[src/sois_pkg.sv]
// Package: constants for the serial output idle-select block
`default_nettype none
package sois_pkg;
  // Bus geometry
  localparam int ADDR_W = 5;
  localparam int DATA_W = 32;
  // Register byte offsets
  localparam logic [ADDR_W-1:0] OFS_MODE  = 5'h00;
  localparam logic [ADDR_W-1:0] OFS_CLK   = 5'h04;
  localparam logic [ADDR_W-1:0] OFS_TXBUF = 5'h08;
  localparam logic [ADDR_W-1:0] OFS_SHIFT = 5'h0C;
  localparam logic [ADDR_W-1:0] OFS_PORT  = 5'h10;
  localparam logic [ADDR_W-1:0] OFS_IRQST = 5'h14;
  localparam logic [ADDR_W-1:0] OFS_IRQMK = 5'h18;
  // Mode register fields
  localparam int MODE_ENABLE = 7;
  localparam int MODE_TXMODE = 6;
  localparam int MODE_ORDER  = 4;
  localparam int MODE_PHASE  = 3;
  localparam int MODE_BUSY   = 0;
  // Clock select register field
  localparam int CLK_POL = 4;
  // Port register fields
  localparam int PORT_DIR   = 0;
  localparam int PORT_LATCH = 1;
  // Interrupt flag register field
  localparam int IRQ_DONE = 2;
  // Widths and counts
  localparam int BYTE_W = 8;
  localparam int CNT_W  = 4;
  localparam logic [CNT_W-1:0]  BITS_PER_XFER = 4'h8;
  localparam logic [CNT_W-1:0]  CNT_ZERO      = 4'h0;
  localparam logic [CNT_W-1:0]  CNT_ONE       = 4'h1;
  localparam logic [BYTE_W-1:0] BYTE_ZERO     = 8'h00;
  localparam logic [DATA_W-1:0] WORD_ZERO     = 32'h0000_0000;
  localparam logic [BYTE_W-1:0] MODE_RST      = 8'h00;
  localparam logic [BYTE_W-1:0] CLK_RST       = 8'h00;
  localparam logic [1:0]        PORT_RST      = 2'h1;
endpackage
`default_nettype wire

[src/sois_top.sv]
// Clocked serial unit with idle-level selection of the serial data output
// Function
// - Unit disabled: serial data output carries an idle value from mode settings.
// - Disabled, transmit mode 0: output low; this is also the reset state.
// - Disabled, transmit mode 1, phase 0: output from latch, which holds low.
// - Disabled, transmit mode 1, phase 1, order 0: output transmit buffer bit 7.
// - Disabled, transmit mode 1, phase 1, order 1: output transmit buffer bit 0.
// - Writing mode, phase or order bits updates the idle output immediately.
// - Pin level depends on port direction and port latch plus serial output.
// - After 8 bits: set transfer done flag, clear in-progress, next may start.
//
// Register access over Wishbone and the placing of the registers are this design's own decisions.
`default_nettype none
module sois_top (
  // Clock and reset
  input  wire logic                       clk,
  input  wire logic                       rst,
  // Wishbone slave
  input  wire logic                       wb_cyc_i,
  input  wire logic                       wb_stb_i,
  input  wire logic                       wb_we_i,
  input  wire logic [sois_pkg::ADDR_W-1:0] wb_adr_i,
  input  wire logic [3:0]                 wb_sel_i,
  input  wire logic [sois_pkg::DATA_W-1:0] wb_dat_i,
  output logic      [sois_pkg::DATA_W-1:0] wb_dat_o,
  output logic                            wb_ack_o,
  // Serial link pins
  input  wire logic                       serial_clk_in,
  input  wire logic                       serial_data_in,
  input  wire logic                       data_pin_i,
  output logic                            data_pin_o,
  output logic                            data_pin_oe,
  // Internal serial data output and interrupt
  output logic                            serial_data_out,
  output logic                            irq
);
  import sois_pkg::*;

  // Register state
  logic [BYTE_W-1:0] mode_ff;
  logic [BYTE_W-1:0] clk_cfg_ff;
  logic [BYTE_W-1:0] transmit_buffer_ff;
  logic [BYTE_W-1:0] shift_ff;
  logic [1:0]        port_ff;
  logic [BYTE_W-1:0] irq_status_ff;
  logic [BYTE_W-1:0] irq_mask_ff;
  logic              busy_ff;
  logic [CNT_W-1:0]  bit_cnt_ff;
  logic              out_latch_ff;
  logic              ack_ff;
  logic [DATA_W-1:0] rdata_ff;
  // Synchronisers and edge history
  logic [1:0]        sck_sync_ff;
  logic [1:0]        sin_sync_ff;
  logic              sck_prev_ff;

  // Field aliases
  logic serial_unit_enable_bit;
  logic transmit_mode_bit;
  logic data_phase_bit;
  logic bit_order_bit;
  logic port_direction_bit;
  logic port_latch_bit;
  assign serial_unit_enable_bit = mode_ff[MODE_ENABLE];
  assign transmit_mode_bit      = mode_ff[MODE_TXMODE];
  assign data_phase_bit         = mode_ff[MODE_PHASE];
  assign bit_order_bit          = mode_ff[MODE_ORDER];
  assign port_direction_bit     = port_ff[PORT_DIR];
  assign port_latch_bit         = port_ff[PORT_LATCH];

  // First bit to leave a byte for the chosen order
  function automatic logic lead_bit(input logic [BYTE_W-1:0] d, input logic order);
    lead_bit = order ? d[0] : d[BYTE_W-1];
  endfunction

  // Bus decode; the access completes on the edge where ack is high
  logic bus_req;
  logic wr_now;
  logic rd_now;
  logic hit;
  logic [BYTE_W-1:0] wbyte;
  assign bus_req = wb_cyc_i & wb_stb_i;
  assign wr_now  = bus_req & ack_ff & wb_we_i;
  assign rd_now  = bus_req & ack_ff & ~wb_we_i;
  assign wbyte   = wb_dat_i[BYTE_W-1:0];
  assign hit     = wb_sel_i[0];

  // Ack one cycle after request, dropped the cycle after
  always_ff @(posedge clk or posedge rst) begin
    if (rst) begin
      ack_ff <= 1'b0;
    end else begin
      ack_ff <= bus_req & ~ack_ff;
    end
  end
  assign wb_ack_o = ack_ff;

  // Read data captured while ack is pending; unmapped reads return zero
  always_ff @(posedge clk or posedge rst) begin
    if (rst) begin
      rdata_ff <= WORD_ZERO;
    end else if (bus_req & ~ack_ff) begin
      rdata_ff <= WORD_ZERO;
      unique case (wb_adr_i)
        OFS_MODE:  rdata_ff[BYTE_W-1:0] <= {mode_ff[BYTE_W-1:1], busy_ff};
        OFS_CLK:   rdata_ff[BYTE_W-1:0] <= clk_cfg_ff;
        OFS_TXBUF: rdata_ff[BYTE_W-1:0] <= transmit_buffer_ff;
        OFS_SHIFT: rdata_ff[BYTE_W-1:0] <= shift_ff;
        OFS_PORT:  rdata_ff[1:0]        <= port_ff;
        OFS_IRQST: rdata_ff[BYTE_W-1:0] <= irq_status_ff;
        OFS_IRQMK: rdata_ff[BYTE_W-1:0] <= irq_mask_ff;
        default:   rdata_ff <= WORD_ZERO;
      endcase
    end
  end
  assign wb_dat_o = rdata_ff;

  // Software-written control registers; busy bit is read-only
  always_ff @(posedge clk or posedge rst) begin
    if (rst) begin
      mode_ff     <= MODE_RST;
      clk_cfg_ff  <= CLK_RST;
      port_ff     <= PORT_RST;
      irq_mask_ff <= BYTE_ZERO;
    end else if (wr_now & hit) begin
      if (wb_adr_i == OFS_MODE) begin
        mode_ff <= {wbyte[BYTE_W-1:1], 1'b0};
      end
      if (wb_adr_i == OFS_CLK) begin
        clk_cfg_ff <= wbyte;
      end
      if (wb_adr_i == OFS_PORT) begin
        port_ff <= wbyte[1:0];
      end
      if (wb_adr_i == OFS_IRQMK) begin
        irq_mask_ff <= wbyte;
      end
    end
  end

  // Transmit buffer holds the next byte and feeds the idle selector
  always_ff @(posedge clk or posedge rst) begin
    if (rst) begin
      transmit_buffer_ff <= BYTE_ZERO;
    end else if (wr_now & hit & (wb_adr_i == OFS_TXBUF) & ~busy_ff) begin
      transmit_buffer_ff <= wbyte;
    end
  end

  // Two-stage synchronisers for pin inputs; only the second stage is used
  always_ff @(posedge clk or posedge rst) begin
    if (rst) begin
      // Start at the reset idle level of the clock so no false edge follows reset
      sck_sync_ff <= {2{~CLK_RST[CLK_POL]}};
      sin_sync_ff <= 2'h0;
      sck_prev_ff <= ~CLK_RST[CLK_POL];
    end else begin
      sck_sync_ff <= {sck_sync_ff[0], serial_clk_in};
      sin_sync_ff <= {sin_sync_ff[0], serial_data_in};
      sck_prev_ff <= sck_sync_ff[1];
    end
  end

  // Edge finding: polarity 0 idles high, so the leading edge is falling
  logic sck_idle;
  logic lead_edge;
  logic trail_edge;
  logic sample_edge;
  logic drive_edge;
  logic sin_s;
  assign sck_idle    = ~clk_cfg_ff[CLK_POL];
  assign lead_edge   = (sck_prev_ff == sck_idle) & (sck_sync_ff[1] != sck_idle);
  assign trail_edge  = (sck_prev_ff != sck_idle) & (sck_sync_ff[1] == sck_idle);
  assign sample_edge = data_phase_bit ? lead_edge : trail_edge;
  assign drive_edge  = data_phase_bit ? trail_edge : lead_edge;
  assign sin_s       = sin_sync_ff[1];

  // Start: buffer write in transmit mode, or shift register read in receive mode
  logic start;
  logic last_sample;
  logic done_pulse;
  assign start = serial_unit_enable_bit & ~busy_ff &
                 ((wr_now & hit & (wb_adr_i == OFS_TXBUF) & transmit_mode_bit) |
                  (rd_now & (wb_adr_i == OFS_SHIFT) & ~transmit_mode_bit));
  assign last_sample = busy_ff & sample_edge & (bit_cnt_ff == BITS_PER_XFER - CNT_ONE);
  assign done_pulse  = last_sample;

  // In-progress flag and bit counter; disabling aborts the transfer
  always_ff @(posedge clk or posedge rst) begin
    if (rst) begin
      busy_ff    <= 1'b0;
      bit_cnt_ff <= CNT_ZERO;
    end else if (~serial_unit_enable_bit) begin
      busy_ff    <= 1'b0;
      bit_cnt_ff <= CNT_ZERO;
    end else if (start) begin
      busy_ff    <= 1'b1;
      bit_cnt_ff <= CNT_ZERO;
    end else if (done_pulse) begin
      busy_ff    <= 1'b0;
      bit_cnt_ff <= CNT_ZERO;
    end else if (busy_ff & sample_edge) begin
      bit_cnt_ff <= bit_cnt_ff + CNT_ONE;
    end
  end

  // Shift register: loads the transmit byte, takes input on sample edges
  always_ff @(posedge clk or posedge rst) begin
    if (rst) begin
      shift_ff <= BYTE_ZERO;
    end else if (~serial_unit_enable_bit) begin
      shift_ff <= BYTE_ZERO;
    end else if (start) begin
      shift_ff <= transmit_mode_bit ? (wr_now ? wbyte : transmit_buffer_ff) : BYTE_ZERO;
    end else if (busy_ff & sample_edge) begin
      shift_ff <= bit_order_bit ? {sin_s, shift_ff[BYTE_W-1:1]}
                                : {shift_ff[BYTE_W-2:0], sin_s};
    end
  end

  // A mode write that disables or leaves transmit clears the latch at its own edge,
  // otherwise the last sent bit would show on the idle output for one cycle
  logic mode_off_wr;
  assign mode_off_wr = wr_now & hit & (wb_adr_i == OFS_MODE) &
                       ~(wbyte[MODE_ENABLE] & wbyte[MODE_TXMODE]);

  // Output latch: cleared while disabled; phase 1 presents the first bit at start
  always_ff @(posedge clk or posedge rst) begin
    if (rst) begin
      out_latch_ff <= 1'b0;
    end else if (~serial_unit_enable_bit | ~transmit_mode_bit | mode_off_wr) begin
      out_latch_ff <= 1'b0;
    end else if (start & data_phase_bit) begin
      out_latch_ff <= lead_bit(wbyte, bit_order_bit);
    end else if (busy_ff & drive_edge & ~(data_phase_bit & last_sample)) begin
      out_latch_ff <= lead_bit(shift_ff, bit_order_bit);
    end
  end

  // Idle selection is purely combinational so a mode write shows at once
  always_comb begin
    if (serial_unit_enable_bit) begin
      serial_data_out = transmit_mode_bit & out_latch_ff;
    end else if (~transmit_mode_bit) begin
      serial_data_out = 1'b0;
    end else if (~data_phase_bit) begin
      serial_data_out = out_latch_ff;
    end else begin
      serial_data_out = lead_bit(transmit_buffer_ff, bit_order_bit);
    end
  end

  // Pin drive: direction 0 drives; a set port latch forces the pin high
  assign data_pin_oe = ~port_direction_bit;
  assign data_pin_o  = serial_data_out | port_latch_bit;

  // Sticky flags: hardware set wins over a write-one clear in the same cycle
  logic [BYTE_W-1:0] irq_set;
  logic [BYTE_W-1:0] irq_clr;
  always_comb begin
    irq_set           = BYTE_ZERO;
    irq_set[IRQ_DONE] = done_pulse;
    irq_clr           = (wr_now & hit & (wb_adr_i == OFS_IRQST)) ? wbyte : BYTE_ZERO;
  end

  always_ff @(posedge clk or posedge rst) begin
    if (rst) begin
      irq_status_ff <= BYTE_ZERO;
    end else begin
      irq_status_ff <= (irq_status_ff & ~irq_clr) | irq_set;
    end
  end

  // Level interrupt while any unmasked flag is set
  assign irq = |(irq_status_ff & irq_mask_ff);

  // Pin readback is unused by this unit; kept as a documented input
  logic unused_pin;
  assign unused_pin = data_pin_i;

endmodule
`default_nettype wire

[config.mk]
export PLATFORM = sky130hd
export DESIGN_NAME = sois_top
export DESIGN_NICKNAME = d
export VERILOG_FILES = /design/src/sois_pkg.sv /design/src/sois_top.sv
export SDC_FILE = /design/constraint.sdc
export NUM_CORES = 1
export LEC_CHECK = 0
export BUFFER_PORTS_ARGS = -buffer_cell sky130_fd_sc_hd__buf_2
export CORE_ASPECT_RATIO = 2
export CORE_MARGIN = 2
export CORE_UTILIZATION = 50
export CTS_CLUSTER_SIZE = 8
export DETAILED_ROUTE_END_ITERATION = 12
export PLACE_DENSITY = 0.75
export SYNTH_ARGS = -nofsm -noshare
export SYNTH_HDL_FRONTEND = slang
export SYNTH_SLANG_ARGS = --single-unit
[constraint.sdc]
create_clock -name clk -period 2.8 [get_ports clk]
set_input_delay 0.28 -clock clk [delete_from_list [all_inputs] [get_ports clk]]
set_output_delay 0.28 -clock clk [all_outputs]
set_load 0.02 [all_outputs]
==> summary.md <==
| Metric | Value |
|---|---|
| Outcome | complete, no violations |
| Largest net degree at the start of global routing | 28 |
| WL per Instance | 19.28 um |
| Most frequent cells in the layout | dfrtp_1, buf_2, nand2_1, mux2_2, mux2i_1 |
| Main synth FF type | dfrtp_1 |
| Unrepaired setup endpoints after global routing | no |
| CTS root buf | clkbuf_16 |
| H-Tree Depth | 3 |
| Post-DRT Antenna Nets | 0 |
| Dpl hpwl | 6400 um |
| Max IR drop VDD | 0.3101 mV |
| CP Launch Type | flip-flop |
| Synth warn | 0 |
| Switching power | 0.5545 mW |
| Hold Vio Cnt, Final | 0 |
| DR vias | 2,834 |
| Synth top area cells | dfrtp_1, mux2_2, mux2i_1, buf_4, nand2_1 |
| Mapped Cells | 338 |
| Pwr Density | 590.0 mW/mm2 |
| CP max FO | 12 |
| Avg Cell Area, Syn | 11.00 um2 |
| Final Net Count | 423 |
| Num Clock Sinks | 69 |
| Setup Total Neg Slack | 0 ns |
| Async S/R FF share, synth | 100.0% |
| Overall routing resource usage | 24.00% |
| Worst Setup EP | shift_ff[7] |
| F_max | 378.9 MHz |
| DR DRC count | 0 |
| Row count | 44 |
| Resized cells post-CTS | 0 |
| Slowest library cell on the worst path | a41oi_1 |
| Fin area | 0.004237 mm2 |
| Post-route insts no fill | 470 |
| Number of inserted diodes | 0 |
| Seq cells post-synth | 69 |
| Slew Viols, Final | 0 |
| M3 GR Usage | 5.268% |
| First-pass GRT wire length | 14,700 um |
| Dpl cells | 454 |
| Grt ovf | 0 |
| Fin crit share | 94.26% |
| Worst r2r dst | shift_ff[7] |
| R2R depth | 5 |
| Most used routing layer | met2 |
| Initial antenna violation count | 0 |
| RR Startpoint | mode_ff[7] |
| CP Cell Sequence | and4_1 -> and3_1 -> a41oi_1 -> nand2_1 -> o22ai_1 |
| Syn-to-layout area delta | 13.93% |
| Largest area contributor in the netlist | dfrtp_1 |
| Most common cell after layout, fill and taps aside | dfrtp_1 |
| Distinct cells, synth | 49 |
| Post-synthesis adder-cell area fraction | 0.3365% |
| Post-CTS Hold Fix Bufs | 0 |
| Postcts setup bufs | 0 |
| Port bufs | 33 |
| Post-synth EDFFs | 0 |
| Synth top area share | 43.74% |
| Post-Route WL | 9063 um |
| TritonCTS clock tree | yes |
| Post-synthesis mux area share | 20.02% |
| Core area | 0.007212 mm2 |
| Post-synthesis sequential area ratio | 46.57% |
| Final Skew | 0.006347 ns |
| CTS clk-pin slew, worst paths | 0.05 ns |
| Number of max-cap violations | 0 |
| Detailed Route Iter0 Violations | 212 |
| Die width | 64.98 um |
| Crit path time final | 2.639 ns |
| Starting Density | 51.56% |
| Leakage power | 2.015 nW |
| CP endpoint kind | flip-flop |
| Max-Slew Margin vs Limit | 22.19% |
| Count of final setup violators | 0 |
| Clock Path Buffers | 2 |
| Simple-gate share of the synthesized area | 10.73% |
| First drt pass iteration count | 6 |
| M2 GR Usage | 40.87% |
| Flop pwr share | 40.8% |
| Final hold slack | 0.004177 ns |
| Sw frac | 22.18% |
| Die Span Y | 126.0 um |
| Internal power | 1.945 mW |
| Reg2Reg Setup Slack | 0.16 ns |
| Complex-gate fraction of the synthesized area | 13.83% |
| Die area | 0.008185 mm2 |
| Crit. Startpoint | mode_ff[7] |
| Layout cell share with drive strength beyond 1 | 27.78% |
| Largest family of logic cells by synthesized area | multiplexers |
| Synth Area in XOR/XNOR | 0.4711% |
| CP arrival | 2.88 ns |
| Vias in the first global route | 2,822 |
| Hold Path Class | in -> async |
| Gpl congestion | 0.9052 |
| Fillers | 602 |
| IO Pins | 86 |
| GR met1 Demand/Resource | 26.12% |
| TritonCTS buffer count | 9 |
| Worst-skew pair later-pin latency | 0.34 ns |
| Placed cell area | 0.003887 mm2 |
| Combinational share of power | 6.2% |
| Actual slew at the worst max-slew pin | 1.152 ns |
| Critical Path RT | 3.04 ns |
| Slowest stage delay, CP | 0.86 ns |
| Synthesized area | 0.003719 mm2 |
| Critical path class | reg -> reg |
| DR vias/cell | 6.030 |
| Clk pwr share | 53.0% |
## stage by stage
stage	util, %	power [mW]	setup slack (ns)
2_1_floorplan	-	1.162	0.7868
3_3_place_gp	53.90	1.187	0.2100
3_5_place_dp	53.90	1.191	0.1527
4_1_cts	58.74	2.513	0.1422
5_1_grt	58.74	2.570	0.01020
6_report	58.74	2.500	0.1608
## routing by layer
metal	vias up	routed length, um	part of all wire (%)
met2	124	4925	54
met1	1408	3206	35
met3	31	483	5.3
met5	-	0	0
li1	1271	-	-
met4	0	448	4.9
## how the worst min path moves through the flow
stage	startpoint	endpoint	slack, ns
floorplan	serial_clk_in	sck_sync_ff[0]	0.28
global placement	sin_sync_ff[0]	sin_sync_ff[1]	0.33
detailed placement	sin_sync_ff[0]	sin_sync_ff[1]	0.34
CTS	rst	shift_ff[5]	0.02
global route	serial_clk_in	sck_sync_ff[0]	0.03
finish	rst	bit_cnt_ff[3]	0.004
## area by class of cell
class | count | area, um2 | share of cell area [%]
clock inverters | 6 | 110.1 | 2.599
clock buffers | 10 | 239.0 | 5.641
well taps | 92 | 115.1 | 2.717
flip-flops and latches | 69 | 1732 | 40.87
multi-input cells | 244 | 1778 | 41.97
repair buffers | 43 | 240.2 | 5.670
inverters | 6 | 22.52 | 0.5316
## power groups by stage
stage / clock network, mW / registers, mW / logic (mW)
after floorplan: 0 / 1.04 / 0.125
after global placement: 0 / 1.04 / 0.151
after detailed placement: 0 / 1.04 / 0.153
after CTS: 1.34 / 1.02 / 0.154
after global routing: 1.38 / 1.02 / 0.169
final: 1.32 / 1.02 / 0.155
## cell families (layout without fill, tap and decap cells)
| group | count (synthesis) | after routing |
|---|---|---|
| AOI/OAI and AO/OA | 70 | 70 |
| xor gates and xnor gates | 2 | 2 |
| adders and majority gates | 1 | 1 |
| buffers and inverters | 48 | 65 |
| DFF | 69 | 69 |
| muxes | 67 | 67 |
| other | 1 | 24 |
| and+or+nand+nor | 80 | 80 |
## synthesized netlist by cell type, types with 2 or more instances
library cell and n:
a21boi_0 7, a21oi_1 5, a221o_1 3, a221oi_1 4, a22o_1 10, a22oi_1 6
a31oi_1 8, buf_2 8, buf_4 24, buf_6 2, clkbuf_1 7, dfrtp_1 65
dfstp_2 4, inv_1 6, mux2_2 31, mux2_4 7, mux2i_1 29, nand2_1 32
nand3_1 2, nand3b_1 5, nand4_1 4, nor2_1 16, nor2b_1 5, nor4_1 3
nor4b_1 2, o21ai_0 12, o32ai_1 7, or2_2 2, xor2_1 2
## critical path: cells and delay by family (launching register included)
family             cells  cell delay (ns)
DFF                    1             0.48
AOI/OAI and AO/OA      2             1.16
and+or+nand+nor        3             0.89
## sequential cells by signal, summed over array words and instances, names as in the netlist, 2 cells and up
signal and cells:
clk_cfg_ff 8, irq_mask_ff 8, irq_status_ff 8, shift_ff 8, transmit_buffer_ff 8, wb_dat_o 8, mode_ff 7, bit_cnt_ff 4
port_ff 2, sck_sync_ff 2, sin_sync_ff 2
No activity file was read; power rests on OpenSTA's default activity.
